===== src/ddt_pkg.sv =====
// ddt_pkg: constants and types for the dual trigger-controlled converter.
// assumes a Wishbone classic slave with 32-bit data and byte addresses.
//
// Summary of operation
// two independent channels, each converting an eight-bit code to one level
// normal mode: a value write updates that channel's output at once
// real-time mode: channel 0 updates on timer 1, channel 1 on timer 2
// real-time mode: a newly written code waits hidden until the next trigger
// software writes the next code between one trigger and the next
// mode bit 4 selects real-time mode for channel 0
// software writes zero to reserved mode bits 2, 3, 6 and 7
// a disabled channel leaves its output in high impedance
// output level is reference times code divided by 256
// output latch resets to zero, so real-time start shows zero first
// software preloads in normal mode before enabling real-time and timers
// software sets shared port pins as inputs without pull-ups
// mode bit 0 enables channel 0 conversion
// each channel keeps separate value and output latches
package ddt_pkg;
    // =========================================================
    // register map
    localparam logic [3:0] DDT_ADR_VALUE0 = 4'h0;
    localparam logic [3:0] DDT_ADR_VALUE1 = 4'h4;
    localparam logic [3:0] DDT_ADR_MODE = 4'h8;
    localparam logic [3:0] DDT_ADR_OUT = 4'hC;
    // =========================================================
    // mode register fields
    localparam int DDT_BIT_EN0 = 0;
    localparam int DDT_BIT_EN1 = 1;
    localparam int DDT_BIT_RT0 = 4;
    localparam int DDT_BIT_RT1 = 5;
    localparam logic [7:0] DDT_MODE_WMASK = 8'h33;
    localparam logic [7:0] DDT_MODE_RST = 8'h00;
    localparam logic [7:0] DDT_CODE_RST = 8'h00;
    localparam int DDT_FIFO_DEPTH = 16;

    typedef enum logic [2:0] {
        DDT_IDLE = 3'b001,
        DDT_ACK = 3'b010,
        DDT_HOLD = 3'b100
    } ddt_bus_state_t;
endpackage : ddt_pkg


===== src/ddt_fifo_if.sv =====
// ddt_fifo_if: valid/ready stream carrying channel-tagged codes.
// assumes a single clock shared by both ends.
`timescale 1ns/1ps
interface ddt_fifo_if #(parameter int W = 9);
    logic valid;
    logic ready;
    logic [W-1:0] data;
    modport src (output valid, output data, input ready);
    modport snk (input valid, input data, output ready);
endinterface : ddt_fifo_if


===== src/ddt_fifo.sv =====
// ddt_fifo: synchronous FIFO with valid/ready on both sides.
// assumes one clock, synchronous active-high reset, clock enable.
`timescale 1ns/1ps
module ddt_fifo #(
    parameter int WIDTH = 9,
    parameter int DEPTH = 16
) (
    input wire logic clk_i,
    input wire logic rst_i,
    input wire logic ce_i,
    ddt_fifo_if.snk in_if,
    ddt_fifo_if.src out_if
);
    localparam int AW = $clog2(DEPTH);
    initial begin
        if (DEPTH < 2 || (1 << AW) != DEPTH || WIDTH < 1)
            $error("ddt_fifo: depth must be a power of two >= 2");
    end
    typedef struct packed {
        logic [AW:0] wp;
        logic [AW:0] rp;
    } ddt_fifo_st_t;
    ddt_fifo_st_t st_r;
    ddt_fifo_st_t st_nxt;
    logic [WIDTH-1:0] mem [DEPTH];
    logic full;
    logic empty;
    logic push;
    logic pop;

    assign full = (st_r.wp[AW] != st_r.rp[AW]) &&
                  (st_r.wp[AW-1:0] == st_r.rp[AW-1:0]);
    assign empty = (st_r.wp == st_r.rp);
    assign in_if.ready = !full;
    assign out_if.valid = !empty;
    assign out_if.data = mem[st_r.rp[AW-1:0]];
    assign push = in_if.valid && !full && ce_i;
    assign pop = out_if.ready && !empty && ce_i;

    always_comb begin
        st_nxt = st_r;
        if (push)
            st_nxt.wp = st_r.wp + 1'b1;
        if (pop)
            st_nxt.rp = st_r.rp + 1'b1;
    end

    always_ff @(posedge clk_i) begin
        if (rst_i)
            st_r <= '0;
        else if (ce_i)
            st_r <= st_nxt;
        if (push)
            mem[st_r.wp[AW-1:0]] <= in_if.data;
    end
endmodule : ddt_fifo


===== src/ddt_dac_ctrl.sv =====
// ddt_dac_ctrl: two-channel 8-bit converter control with timer triggers.
// assumes Wishbone classic master, timer events as one-cycle pulses,
// and an external analog stage fed by the code and enable outputs.
//
// The Wishbone register port and the placing of the registers were chosen for this implementation.
`timescale 1ns/1ps
module ddt_dac_ctrl #(
    parameter int FIFO_DEPTH = ddt_pkg::DDT_FIFO_DEPTH
) (
    input wire logic clk_i,
    input wire logic rst_i,
    input wire logic ce_i,
    input wire logic [31:0] wb_adr_i,
    input wire logic [31:0] wb_dat_i,
    input wire logic [3:0] wb_sel_i,
    input wire logic wb_we_i,
    input wire logic wb_cyc_i,
    input wire logic wb_stb_i,
    output logic [31:0] wb_dat_o,
    output logic wb_ack_o,
    output logic wb_err_o,
    input wire logic timer1_match_event_i,
    input wire logic timer2_match_event_i,
    output logic [7:0] analog_out_ch0_o,
    output logic [7:0] analog_out_ch1_o,
    output logic analog_out_ch0_oe_n_o,
    output logic analog_out_ch1_oe_n_o
);
    import ddt_pkg::*;

    // =========================================================
    // state
    typedef struct packed {
        ddt_bus_state_t bus;
        logic [7:0] mode;
        logic [1:0][7:0] value;
        logic [1:0][7:0] out;
        logic [31:0] rdat;
        logic ack;
        logic err;
        logic [1:0] oe_n;
    } ddt_st_t;

    ddt_st_t st_r;
    ddt_st_t st_nxt;

    ddt_fifo_if #(.W(9)) wr_in ();
    ddt_fifo_if #(.W(9)) wr_out ();

    ddt_fifo #(
        .WIDTH(9),
        .DEPTH(FIFO_DEPTH)
    ) u_fifo (
        .clk_i(clk_i),
        .rst_i(rst_i),
        .ce_i(ce_i),
        .in_if(wr_in.snk),
        .out_if(wr_out.src)
    );

    logic req;
    logic [3:0] adr;
    logic wr_val;
    logic adr_ok;
    logic [1:0] trig;
    logic [1:0] en;
    logic [1:0] rt;
    logic [7:0] wbyte;

    assign req = wb_cyc_i && wb_stb_i;
    assign adr = wb_adr_i[3:0];
    assign adr_ok = (adr == DDT_ADR_VALUE0) || (adr == DDT_ADR_VALUE1) ||
                    (adr == DDT_ADR_MODE) || (adr == DDT_ADR_OUT);
    assign wr_val = wb_we_i && wb_sel_i[0] &&
                    ((adr == DDT_ADR_VALUE0) || (adr == DDT_ADR_VALUE1));
    assign wbyte = wb_dat_i[7:0];
    assign trig = {timer2_match_event_i, timer1_match_event_i};
    assign en = {st_r.mode[DDT_BIT_EN1], st_r.mode[DDT_BIT_EN0]};
    assign rt = {st_r.mode[DDT_BIT_RT1], st_r.mode[DDT_BIT_RT0]};

    // value writes queue through the fifo; a full fifo stalls the ack
    assign wr_in.valid = (st_r.bus == DDT_IDLE) && req && wr_val && adr_ok;
    assign wr_in.data = {(adr == DDT_ADR_VALUE1), wbyte};
    assign wr_out.ready = 1'b1;

    // =========================================================
    // next state
    always_comb begin
        st_nxt = st_r;
        st_nxt.ack = 1'b0;
        st_nxt.err = 1'b0;
        unique case (st_r.bus)
            DDT_IDLE: begin
                if (req && (!wr_val || wr_in.ready)) begin
                    st_nxt.bus = DDT_ACK;
                    st_nxt.ack = adr_ok;
                    st_nxt.err = !adr_ok;
                    st_nxt.rdat = '0;
                    if (adr_ok && !wb_we_i) begin
                        unique case (adr)
                            DDT_ADR_VALUE0: st_nxt.rdat[7:0] = st_r.value[0];
                            DDT_ADR_VALUE1: st_nxt.rdat[7:0] = st_r.value[1];
                            DDT_ADR_MODE: st_nxt.rdat[7:0] = st_r.mode;
                            default: st_nxt.rdat[15:0] = st_r.out;
                        endcase
                    end
                    if (adr_ok && wb_we_i && wb_sel_i[0] &&
                        adr == DDT_ADR_MODE) begin
                        // reserved bits kept at zero regardless of write
                        st_nxt.mode = wbyte & DDT_MODE_WMASK;
                    end
                end
            end
            DDT_ACK: st_nxt.bus = DDT_HOLD;
            DDT_HOLD: begin
                if (!req)
                    st_nxt.bus = DDT_IDLE;
            end
        endcase

        for (int c = 0; c < 2; c++) begin
            // trigger loads the latched code into the output
            if (rt[c] && trig[c]) begin
                st_nxt.out[c] = st_r.value[c];
            end
        end
        if (wr_out.valid) begin
            for (int c = 0; c < 2; c++) begin
                if (wr_out.data[8] == c[0]) begin
                    st_nxt.value[c] = wr_out.data[7:0];
                    // real-time mode leaves the code hidden until trigger
                    if (!rt[c])
                        st_nxt.out[c] = wr_out.data[7:0];
                end
            end
        end
        st_nxt.oe_n = ~en;
    end

    always_ff @(posedge clk_i) begin
        if (rst_i) begin
            st_r.bus <= DDT_IDLE;
            st_r.mode <= DDT_MODE_RST;
            st_r.value <= {2{DDT_CODE_RST}};
            st_r.out <= {2{DDT_CODE_RST}};
            st_r.rdat <= '0;
            st_r.ack <= 1'b0;
            st_r.err <= 1'b0;
            st_r.oe_n <= 2'b11;
        end else if (ce_i) begin
            st_r <= st_nxt;
        end
    end

    // =========================================================
    // outputs; the code drives an external ladder: ref*code/256
    assign wb_dat_o = st_r.rdat;
    assign wb_ack_o = st_r.ack;
    assign wb_err_o = st_r.err;
    assign analog_out_ch0_o = st_r.out[0];
    assign analog_out_ch1_o = st_r.out[1];
    assign analog_out_ch0_oe_n_o = st_r.oe_n[0];
    assign analog_out_ch1_oe_n_o = st_r.oe_n[1];
endmodule : ddt_dac_ctrl


===== config.mk =====
export PLATFORM = sky130hd
export DESIGN_NAME = ddt_dac_ctrl
export DESIGN_NICKNAME = d
export VERILOG_FILES = /design/src/ddt_pkg.sv /design/src/ddt_fifo_if.sv /design/src/ddt_fifo.sv /design/src/ddt_dac_ctrl.sv
export SDC_FILE = /design/constraint.sdc
export NUM_CORES = 1
export LEC_CHECK = 0
export BUFFER_PORTS_ARGS = -buffer_cell sky130_fd_sc_hd__clkbuf_2
export CAP_MARGIN = 20
export CORE_MARGIN = 1
export CORE_UTILIZATION = 52
export CTS_CLUSTER_SIZE = 30
export DETAILED_ROUTE_END_ITERATION = 10
export PLACE_DENSITY = 0.77
export RECOVER_POWER = 25
export SYNTH_ARGS = -nofsm -noshare
export SYNTH_HDL_FRONTEND = slang
export SYNTH_SLANG_ARGS = --single-unit

===== constraint.sdc =====
create_clock -name clk_i -period 2.65 [get_ports clk_i]
set_input_delay 0.53 -clock clk_i [delete_from_list [all_inputs] [get_ports clk_i]]
set_output_delay 0.53 -clock clk_i [all_outputs]
set_load 0.05 [all_outputs]

# ---- After elaboration in Yosys (flattened, before gate mapping)
# Memories as Yosys holds them, arrays and structs flattened. A register that Yosys moved wholly into a read port is not among the register bits.
# Index checks and enable logic that the tools add are counted.
dict set report totals {
  mem_bits_rw 144
  register_bits 69
  input_bits 76
  out_inout_bits 52
  n_memories 1
}
dict set report op_classes {
  n_bitwise 3
  n_eq_ne 11
  muxes 20
  add_sub_neg 2
  reduce_logical 35
}
# memory depth word_bits read_ports rd_clocked_by_memory_dff write_ports line_no
set memory_table {}
lappend memory_table {u_fifo.mem 16 9 1 1 1 ddt_fifo.sv:25} ;# logic [WIDTH-1:0] mem [DEPTH];
# operator count
set op_table {}
lappend op_table {{$mux 8} 7}
lappend op_table {{$mux 16} 2}
lappend op_table {{$pmux 8 s3} 1}
lappend op_table {{$logic_and 1x1->1} 17}
lappend op_table {{$reduce_and 3->1} 4}
lappend op_table {{$mux 11} 1}
lappend op_table {{$add 5x1->5 const B} 2}
lappend op_table {{$pmux 3 s3} 1}
lappend op_table {{$eq 4x4->1 const B} 2}
lappend op_table {{$mux 4} 2}
lappend op_table {{$mux 6} 1}
lappend op_table {{$eq 5x5->1} 1}
lappend op_table {{$logic_not 1->1} 5}
lappend op_table {{$eq 4x3->1 const B} 1}
lappend op_table {{$eq 4x4->1} 1}
lappend op_table {{$logic_not 4->1} 1}
lappend op_table {{$logic_or 1x1->1} 4}
lappend op_table {{$mux 2} 2}
lappend op_table {{$reduce_and 2->1} 2}
lappend op_table {{$reduce_and 4->1} 1}
lappend op_table {{$eq 3x1->1 const B} 1}
lappend op_table {{$eq 3x2->1 const B} 1}
lappend op_table {{$eq 3x3->1 const B} 1}
lappend op_table {{$mux 3} 1}
lappend op_table {{7 further kinds} 9}

# ---- Logic depth before layout (Yosys ltp)
# Gate-level depths: netlist of run 1.
dict set report logic_depth {
  word_depth 10
  depth_mapped 9
}

# ---- Cells and area by module
# From an unflattened synthesis of run 1, not the netlist that was laid out.
dict set report unflattened {
  hier_cells 645
  area_unflattened_um2 9489.1
}
# mod n_inst cells_each area_each_um2
set by_module_without_submodules {}
lappend by_module_without_submodules {ddt_fifo 1 309 6468.7}
lappend by_module_without_submodules {ddt_dac_ctrl 1 336 3020.4}

# ---- Worst setup path before layout of run 1
# No wires, ideal clock.
dict set report synth_timing {
  kind {input to register}
  start {input wb_adr_i[3]}
  end {memory u_fifo.mem[3][0], enable pin}
  arrival_ns 2.237
  required_time_ns 2.263
  cell_stages 5
  slack_ns 0.027
  path_buffers 1
  cell_sequence {buf_2 or3_1 nor4_2 o211ai_1 nor3_1}
}
dict set report synth_between {
  elab_chain_len 9
}
# item line_no
set synth_rtl {}
lappend synth_rtl {{start: declaration} ddt_dac_ctrl.sv:13} ;# input wire logic [31:0] wb_adr_i,
lappend synth_rtl {{$eq 4x3->1 or $logic_not 4->1 (tied branches)} {ddt_dac_ctrl.sv:72, ddt_dac_ctrl.sv:75}}
lappend synth_rtl {{$logic_or 1x1->1} {ddt_dac_ctrl.sv:72, ddt_dac_ctrl.sv:75}}
lappend synth_rtl {{$logic_and 1x1->1 or $logic_or 1x1->1 (tied branches)} {ddt_dac_ctrl.sv:74, ddt_dac_ctrl.sv:72}}
lappend synth_rtl {{$logic_and 1x1->1 or $logic_or 1x1->1 (tied branches)} {ddt_dac_ctrl.sv:82, ddt_dac_ctrl.sv:73}}
lappend synth_rtl {{$logic_and 1x1->1 (*)} ddt_dac_ctrl.sv:82} ;# assign wr_in.valid = (st_r.bus == DDT_IDLE) && req && wr_val && adr_ok;
lappend synth_rtl {{$logic_and 1x1->1 (*) (2 in a row)} ddt_fifo.sv:37} ;# assign push = in_if.valid && !full && ce_i;
lappend synth_rtl {{$mux 1 (*)} ddt_fifo.sv:53} ;# if (push)
lappend synth_rtl {{$mux 1 (not written as such) (*)} ddt_fifo.sv:54} ;# mem[st_r.wp[AW-1:0]] <= in_if.data;
lappend synth_rtl {{end: declaration} ddt_fifo.sv:25}
# Every way passes the cells marked *; elsewhere a longest branch is shown, timed or not.

==> flow_summary.yaml, run 1 <==
outcome:
  outcome: "completed"
sta:
  hold_viol_final: 0
  fin_crit_ns: 2.528
  slew_headroom_pct: 37.36
  rsz0062_at_grt: "no"
  fmaxAchievable_ghz: 0.3955
  report.final.setup_viol: 0
  fin_crit_sh_pct: 95.41
  finalMaxSlewViolations: 0
  worst_pin_slew_ns: 0.9386
  finalWorstSetupSlack_ns: 0.1217
  finClkSkew_ns: 0.01006
routing:
  ant_nets: 0
  wl_per_cell_um: 20.95
  num_vias: 5716
  vias_per_cell: 6.042
  drt_pass1_iterations: 7
  drtIter0Drc: 435
  drt_wl_total_mm: 19.82
  drc_errors: 0
synthesis:
  ys_top_cells_by_count: "144 x edfxtp_1, 73 x dfxtp_1, 50 x buf_4, 37 x mux4_2, 37 x nor2b_1"
  synth_most_common_cell: "edfxtp_1"
  synth_top_area_share_pct: 45.64
  netlist.top_cell.by_area: "edfxtp_1"
  ys.flop_type: "edfxtp_1"
  ys_ff_latch: 217
  netlist_area_mm2: 0.009475
  ys_seq_area_share_pct: 61.06
  yosys_warnings: 0
  ys_types: 52
  synth_async_sr_flop_share_pct: 0
  synth_area_leaders: "edfxtp_1 46%, dfxtp_1 15%, mux4_2 8.8%, buf_4 4.0%, nor2b_1 2.4%"
  netlist_instances: 666
  synth_edf_count: 144
  avgSynthCellArea_um2: 14.23
finish:
  antennaDiodeCount: 0
  regArea_mm2: 0.005786
  instances_no_fill: 946
  nFillCells: 1305
  synthToLayoutAreaGrowth_pct: 12.57
  multi_input_area_mm2: 0.003154
  layout-drive-gt1-share_pct: 25.10
  layout.nets: 786
clock_tree:
  cts.reportedPaths.clkPinSlew_ns: 0.06
  cts_tree: "done"
  cts_sinks: 217
  cts_max_path_buffers: 3
  clock_latency_ns: 0.50
  htreeDepth: 1
  cts_root_buffer: "clkbuf_16"
  cts_buffers: 22
floorplanning:
  ios: 128
  coreArea_mm2: 0.01754
  die_w_um: 137.0
  die_area_mm2: 0.01877
  row_count: 48
  die_y_um: 137.0
  start_util_pct: 54.03
worst_setup_path:
  cp_max_fo: 19
  critPathBufInv: 1
  critPathLaunchType: "flip-flop"
  critPathMaxStageDelay_ns: 0.60
  crit_chain: "mux4_1, mux2_2, mux2i_4, buf_4, or3_1, a221oi_1"
  cp.arrival_ns: 2.86
  crit_slowest_cell: "mux4_1"
  crit_required_ns: 2.98
  crit_type: "flip-flop to flip-flop"
  critPathCaptureType: "flip-flop"
  rrSetupSlack_ns: 0.12
  crit_family: "multiplexers"
power:
  ir_worst_vdd_uv: 569.1
  power_per_cell_area_mw_per_mm2: 634.1
  leakage_nw: 3.593
global_route:
  overflow: 0
  grt_max_degree: 45
  grt.total_usage_pct: 21.97
  grt_pass1_wl_mm: 31.00
  antenna_found_initial: 0
  grt_pass1_vias: 5705
flow_run:
  drv_cap: 0
place:
  io_buffers: 56
  dp_slack_ns: -0.03317
  dp_hpwl_mm: 13.20
  gp_congestion: 0.9165
  dp.cells: 905
min_path:
  hold_path_class: "input port to flip-flop"
cell type report:
cell class | count | area share, %
multi-input combinational | 368 | 29.57
clock buffer | 25 | 5.466
tap | 225 | 2.639
timing repair buffer | 92 | 6.991
sequential | 217 | 54.24
clock inverter | 15 | 0.9501
inverter | 4 | 0.1408
per-stage QoR:
stage	setup TNS, ns	utilization (%)	area (um2)	hold WS (ns)	power, mW
after floorplan	0	-	9532	0.4459	3.833
after global placement	0	56.90	9978	0.4532	3.874
after detailed placement	-0.3835	56.90	9978	0.4609	3.884
after CTS	0	60.80	10660	0.4260	6.792
after global routing	0	60.82	10670	0.4937	6.941
final	0	60.82	10670	0.4564	6.764
power by group:
part           switching [mW]  total [mW]  internal, mW  leakage, nW
sequential            0.00565        3.61          3.60         1.87
clock                    1.27        2.95          1.68        0.344
combinational           0.161       0.204        0.0432         1.38
total                    1.43        6.76          5.33         3.59
logic make-up (layout without fill, tap and decap cells):
| group | Yosys count | in the layout | share of synthesized area (%) |
|---|---|---|---|
| other | 1 | 16 | 0.03958 |
| adders and majority gates | 5 | 5 | 0.6602 |
| AOI/OAI and AO/OA | 98 | 98 | 7.474 |
| and+or+nand+nor | 159 | 159 | 9.310 |
| xor gates and xnor gates | 12 | 12 | 1.109 |
| buffers and inverters | 96 | 136 | 6.325 |
| DFF | 217 | 217 | 61.06 |
| muxes | 78 | 78 | 14.02 |
worst min-delay path: stages:
cell      delay [ns]
clkbuf_2        0.09
nand2_1         0.09
nand4_1         0.11
o211ai_1        0.09
layout by cell type (no fill, tap or decap), types with 5 or more instances in the layout:
| cell | Yosys | final |
|---|---|---|
| a2111oi_0 | 8 | 8 |
| a211oi_1 | 10 | 10 |
| a21oi_1 | 22 | 22 |
| a221oi_1 | 16 | 16 |
| a22oi_1 | 9 | 9 |
| a311oi_1 | 8 | 8 |
| and3_1 | 17 | 17 |
| buf_12 | 0 | 16 |
| buf_4 | 50 | 19 |
| clkbuf_1 | 23 | 9 |
| clkbuf_16 | 0 | 23 |
| clkbuf_2 | 2 | 49 |
| clkinv_1 | 0 | 5 |
| clkinv_2 | 0 | 7 |
| conb_1 | 1 | 16 |
| dfxtp_1 | 73 | 73 |
| edfxtp_1 | 144 | 144 |
| ha_1 | 5 | 5 |
| mux2_2 | 19 | 19 |
| mux2i_1 | 18 | 18 |
| mux4_2 | 37 | 37 |
| nand2_1 | 7 | 7 |
| nand2b_1 | 17 | 17 |
| nand3_1 | 14 | 14 |
| nor2_1 | 32 | 32 |
| nor2b_1 | 37 | 37 |
| nor3_1 | 12 | 12 |
| o22ai_1 | 8 | 8 |
| or3_1 | 11 | 11 |
| xnor2_1 | 7 | 7 |
| xor2_1 | 5 | 5 |
final timing paths:
check / start / to / cells after the start
max: flip-flop / analog_out_ch1_o[4] / 6
min: wb_stb_i / st_r[76] / 4
max reg2reg: flip-flop / analog_out_ch1_o[4] / 6
min reg2reg: wb_dat_o[9] / wb_dat_o[9] / 2
state kept, by name, summed over array words and instances, names as in the netlist, named ones only:
name and count:
analog_out_ch0_oe_n_o 1, wb_err_o 1, wb_dat_o 16, rt 2
en 2, u_fifo.mem 144, st_r 19, analog_out_ch0_o 8
analog_out_ch1_oe_n_o 1, u_fifo.st_r 10, wb_ack_o 1, analog_out_ch1_o 8
layer usage:
layer | global-route usage, % | vias to the layer above | wire length, um
met3 | 3.222 | 34 | 1279
met4 | 7.448 | 0 | 468
met2 | 37.26 | 265 | 9763
li1 | - | 2590 | -
met5 | 0 | - | 0
met1 | 28.95 | 2827 | 8309
what timing repair did:
item,4_1_cts,5_1_grt
resized for setup,0,1
endpoints found under the setup margin,0,2
setup buffers,0,0
hold buffers,0,0
No activity file was read; power rests on OpenSTA's default activity.
==> run 2: changes to the inputs <==
==> constraint.sdc (replaced) <==
create_clock -name clk_i -period 2.65 [get_ports clk_i]
set_input_delay 0.1325 -clock clk_i [delete_from_list [all_inputs] [get_ports clk_i]]
set_output_delay 0.1325 -clock clk_i [all_outputs]
set_load 0.05 [all_outputs]
==> run 2 against run 1 <==
  * Power about the same
  * Largest power group unchanged
  * Hold slack lost 0.40 ns
  * Die area unchanged
  * Clock power hardly changed
  * Sequential share of layout area rose by 0.31 points
  * Clock skew decreased by 0.00060 ns
  * Highest routed layer unchanged
==> flow_summary.yaml, run 2 (synthesis gave the netlist of run 1 again) <==
sta:
  rsz0062_at_grt: "no"
  worst_pin_slew_ns: 1.001
  finalWorstSetupSlack_ns: 0.1392
  hold_viol_final: 0
  fin_crit_ns: 2.511
  fin_crit_sh_pct: 94.75
  finalMaxSlewViolations: 0
  report.final.setup_viol: 0
  fin_setup_tns_ns: 0
  slew_headroom_pct: 33.29
  fmaxAchievable_ghz: 0.3983
  finClkSkew_ns: 0.009453
worst_setup_path:
  rr_worst_depth: 6
  crit_required_ns: 2.98
  critPathCaptureType: "flip-flop"
  cp_max_fo: 19
  critPathLaunchType: "flip-flop"
  crit_type: "flip-flop to flip-flop"
  r2r-end: "analog_out_ch0_o[0]"
  cp.arrival_ns: 2.84
  rrSetupSlack_ns: 0.14
  endpoint: "analog_out_ch0_o[0]"
finish:
  layout-drive-gt1-share_pct: 24.23
  layout.nets: 784
  design_area_mm2: 0.01061
  final_common_cell: "edfxtp_1"
  utilization_pct: 60.47
  layout_common_cells: "144 x edfxtp_1, 73 x dfxtp_1, 49 x clkbuf_2"
  synthToLayoutAreaGrowth_pct: 11.92
  antennaDiodeCount: 0
  largest_reg_flops: 144
place:
  placed_area_mm2: 0.009921
  io_buffers: 56
  gp_congestion: 0.9103
  dp_hpwl_mm: 12.99
  dp_slack_ns: 0.1944
power:
  total_power_mw: 6.758
  power_per_cell_area_mw_per_mm2: 637.2
  ir_worst_vdd_uv: 651.4
  leakage_nw: 3.565
global_route:
  grt_max_degree: 51
  antenna_found_initial: 0
  grt.total_usage_pct: 22.01
  overflow: 0
  grt_pass1_wl_mm: 30.77
  grt_pass1_vias: 5533
routing:
  drt_wl_total_mm: 19.68
  drt_pass1_iterations: 4
  drc_errors: 0
  vias_per_cell: 5.980
  wl_per_cell_um: 20.87
  ant_nets: 0
  num_vias: 5639
  drtIter0Drc: 415
clock_tree:
  holdBufCountCts: 0
  cts_sinks: 217
  cts_max_path_buffers: 3
  cts_root_buffer: "clkbuf_16"
  cts_tree: "done"
  htreeDepth: 1
  cts_buffers: 22
  cts-resized-gates: 0
  cts.reportedPaths.clkPinSlew_ns: 0.06
  clock_latency_ns: 0.50
  post-cts-setup-buffers: 0
floorplanning:
  coreArea_mm2: 0.01754
  die_y_um: 137.0
  start_util_pct: 54.03
  die_area_mm2: 0.01877
  row_count: 48
  ios: 128
  die_w_um: 137.0
flow_run:
  drv_cap: 0
min_path:
  hold_depth: 4
  hp-start: "wb_stb_i"
  hold_path_class: "input port to flip-flop"
outcome:
  outcome: "completed"
run 2: cell types whose count changed in the layout (fill, tap and decap cells not counted), sizes merged:
cell / delta
clkinv: -10
clkbuf: +10
bufinv: -1
buf: -2
run 2: through the flow:
| stage | hold slack (ns) | cells |
|---|---|---|
| finish | 0.05574 | 943 |
| global route | 0.1192 | 943 |
| CTS | 0.04995 | 943 |
| detailed placement | 0.4608 | 904 |
| global placement | 0.4537 | 904 |
| floorplan | 0.2314 | 681 |
run 2: worst min-delay path by stage:
stage                       end
2_1_floorplan  u_fifo.mem[0][0]
3_5_place_dp       wb_dat_o[14]
6_report               st_r[76]
4_1_cts                st_r[76]
3_3_place_gp        wb_dat_o[9]
5_1_grt                st_r[76]
run 2: critical path, stage by stage (launching register included):
cell and delay [ns]:
dfxtp_1 0.50, mux4_1 0.59, mux2_2 0.32, mux2i_4 0.16
buf_4 0.25, and2_1 0.36, a311oi_1 0.15
run 2: final cells by class:
| class | count | area (um2) |
|---|---|---|
| Fill cell | 1319 | 6932 |
| Sequential cell | 217 | 5786 |
| Multi-Input combinational cell | 368 | 3153 |
| Timing Repair Buffer | 90 | 676.9 |
| Clock buffer | 35 | 671.9 |
| Tap cell | 225 | 281.5 |
| Clock inverter | 4 | 21.27 |
| Inverter | 4 | 15.01 |
run 2: where the power goes:
| group | internal [mW] | switching [mW] | leakage [nW] |
|---|---|---|---|
| Clock | 1.74 | 1.21 | 0.338 |
| Combinational | 0.0407 | 0.163 | 1.36 |
| Sequential | 3.61 | 0.00542 | 1.87 |
| Total | 5.38 | 1.38 | 3.56 |
run 2: routing by layer:
layer	track usage (%)	vias up	wire (um)
met5	0	-	0
met2	37.29	242	9521
li1	-	2582	-
met1	28.87	2777	8301
met4	7.387	0	627
met3	3.556	38	1231
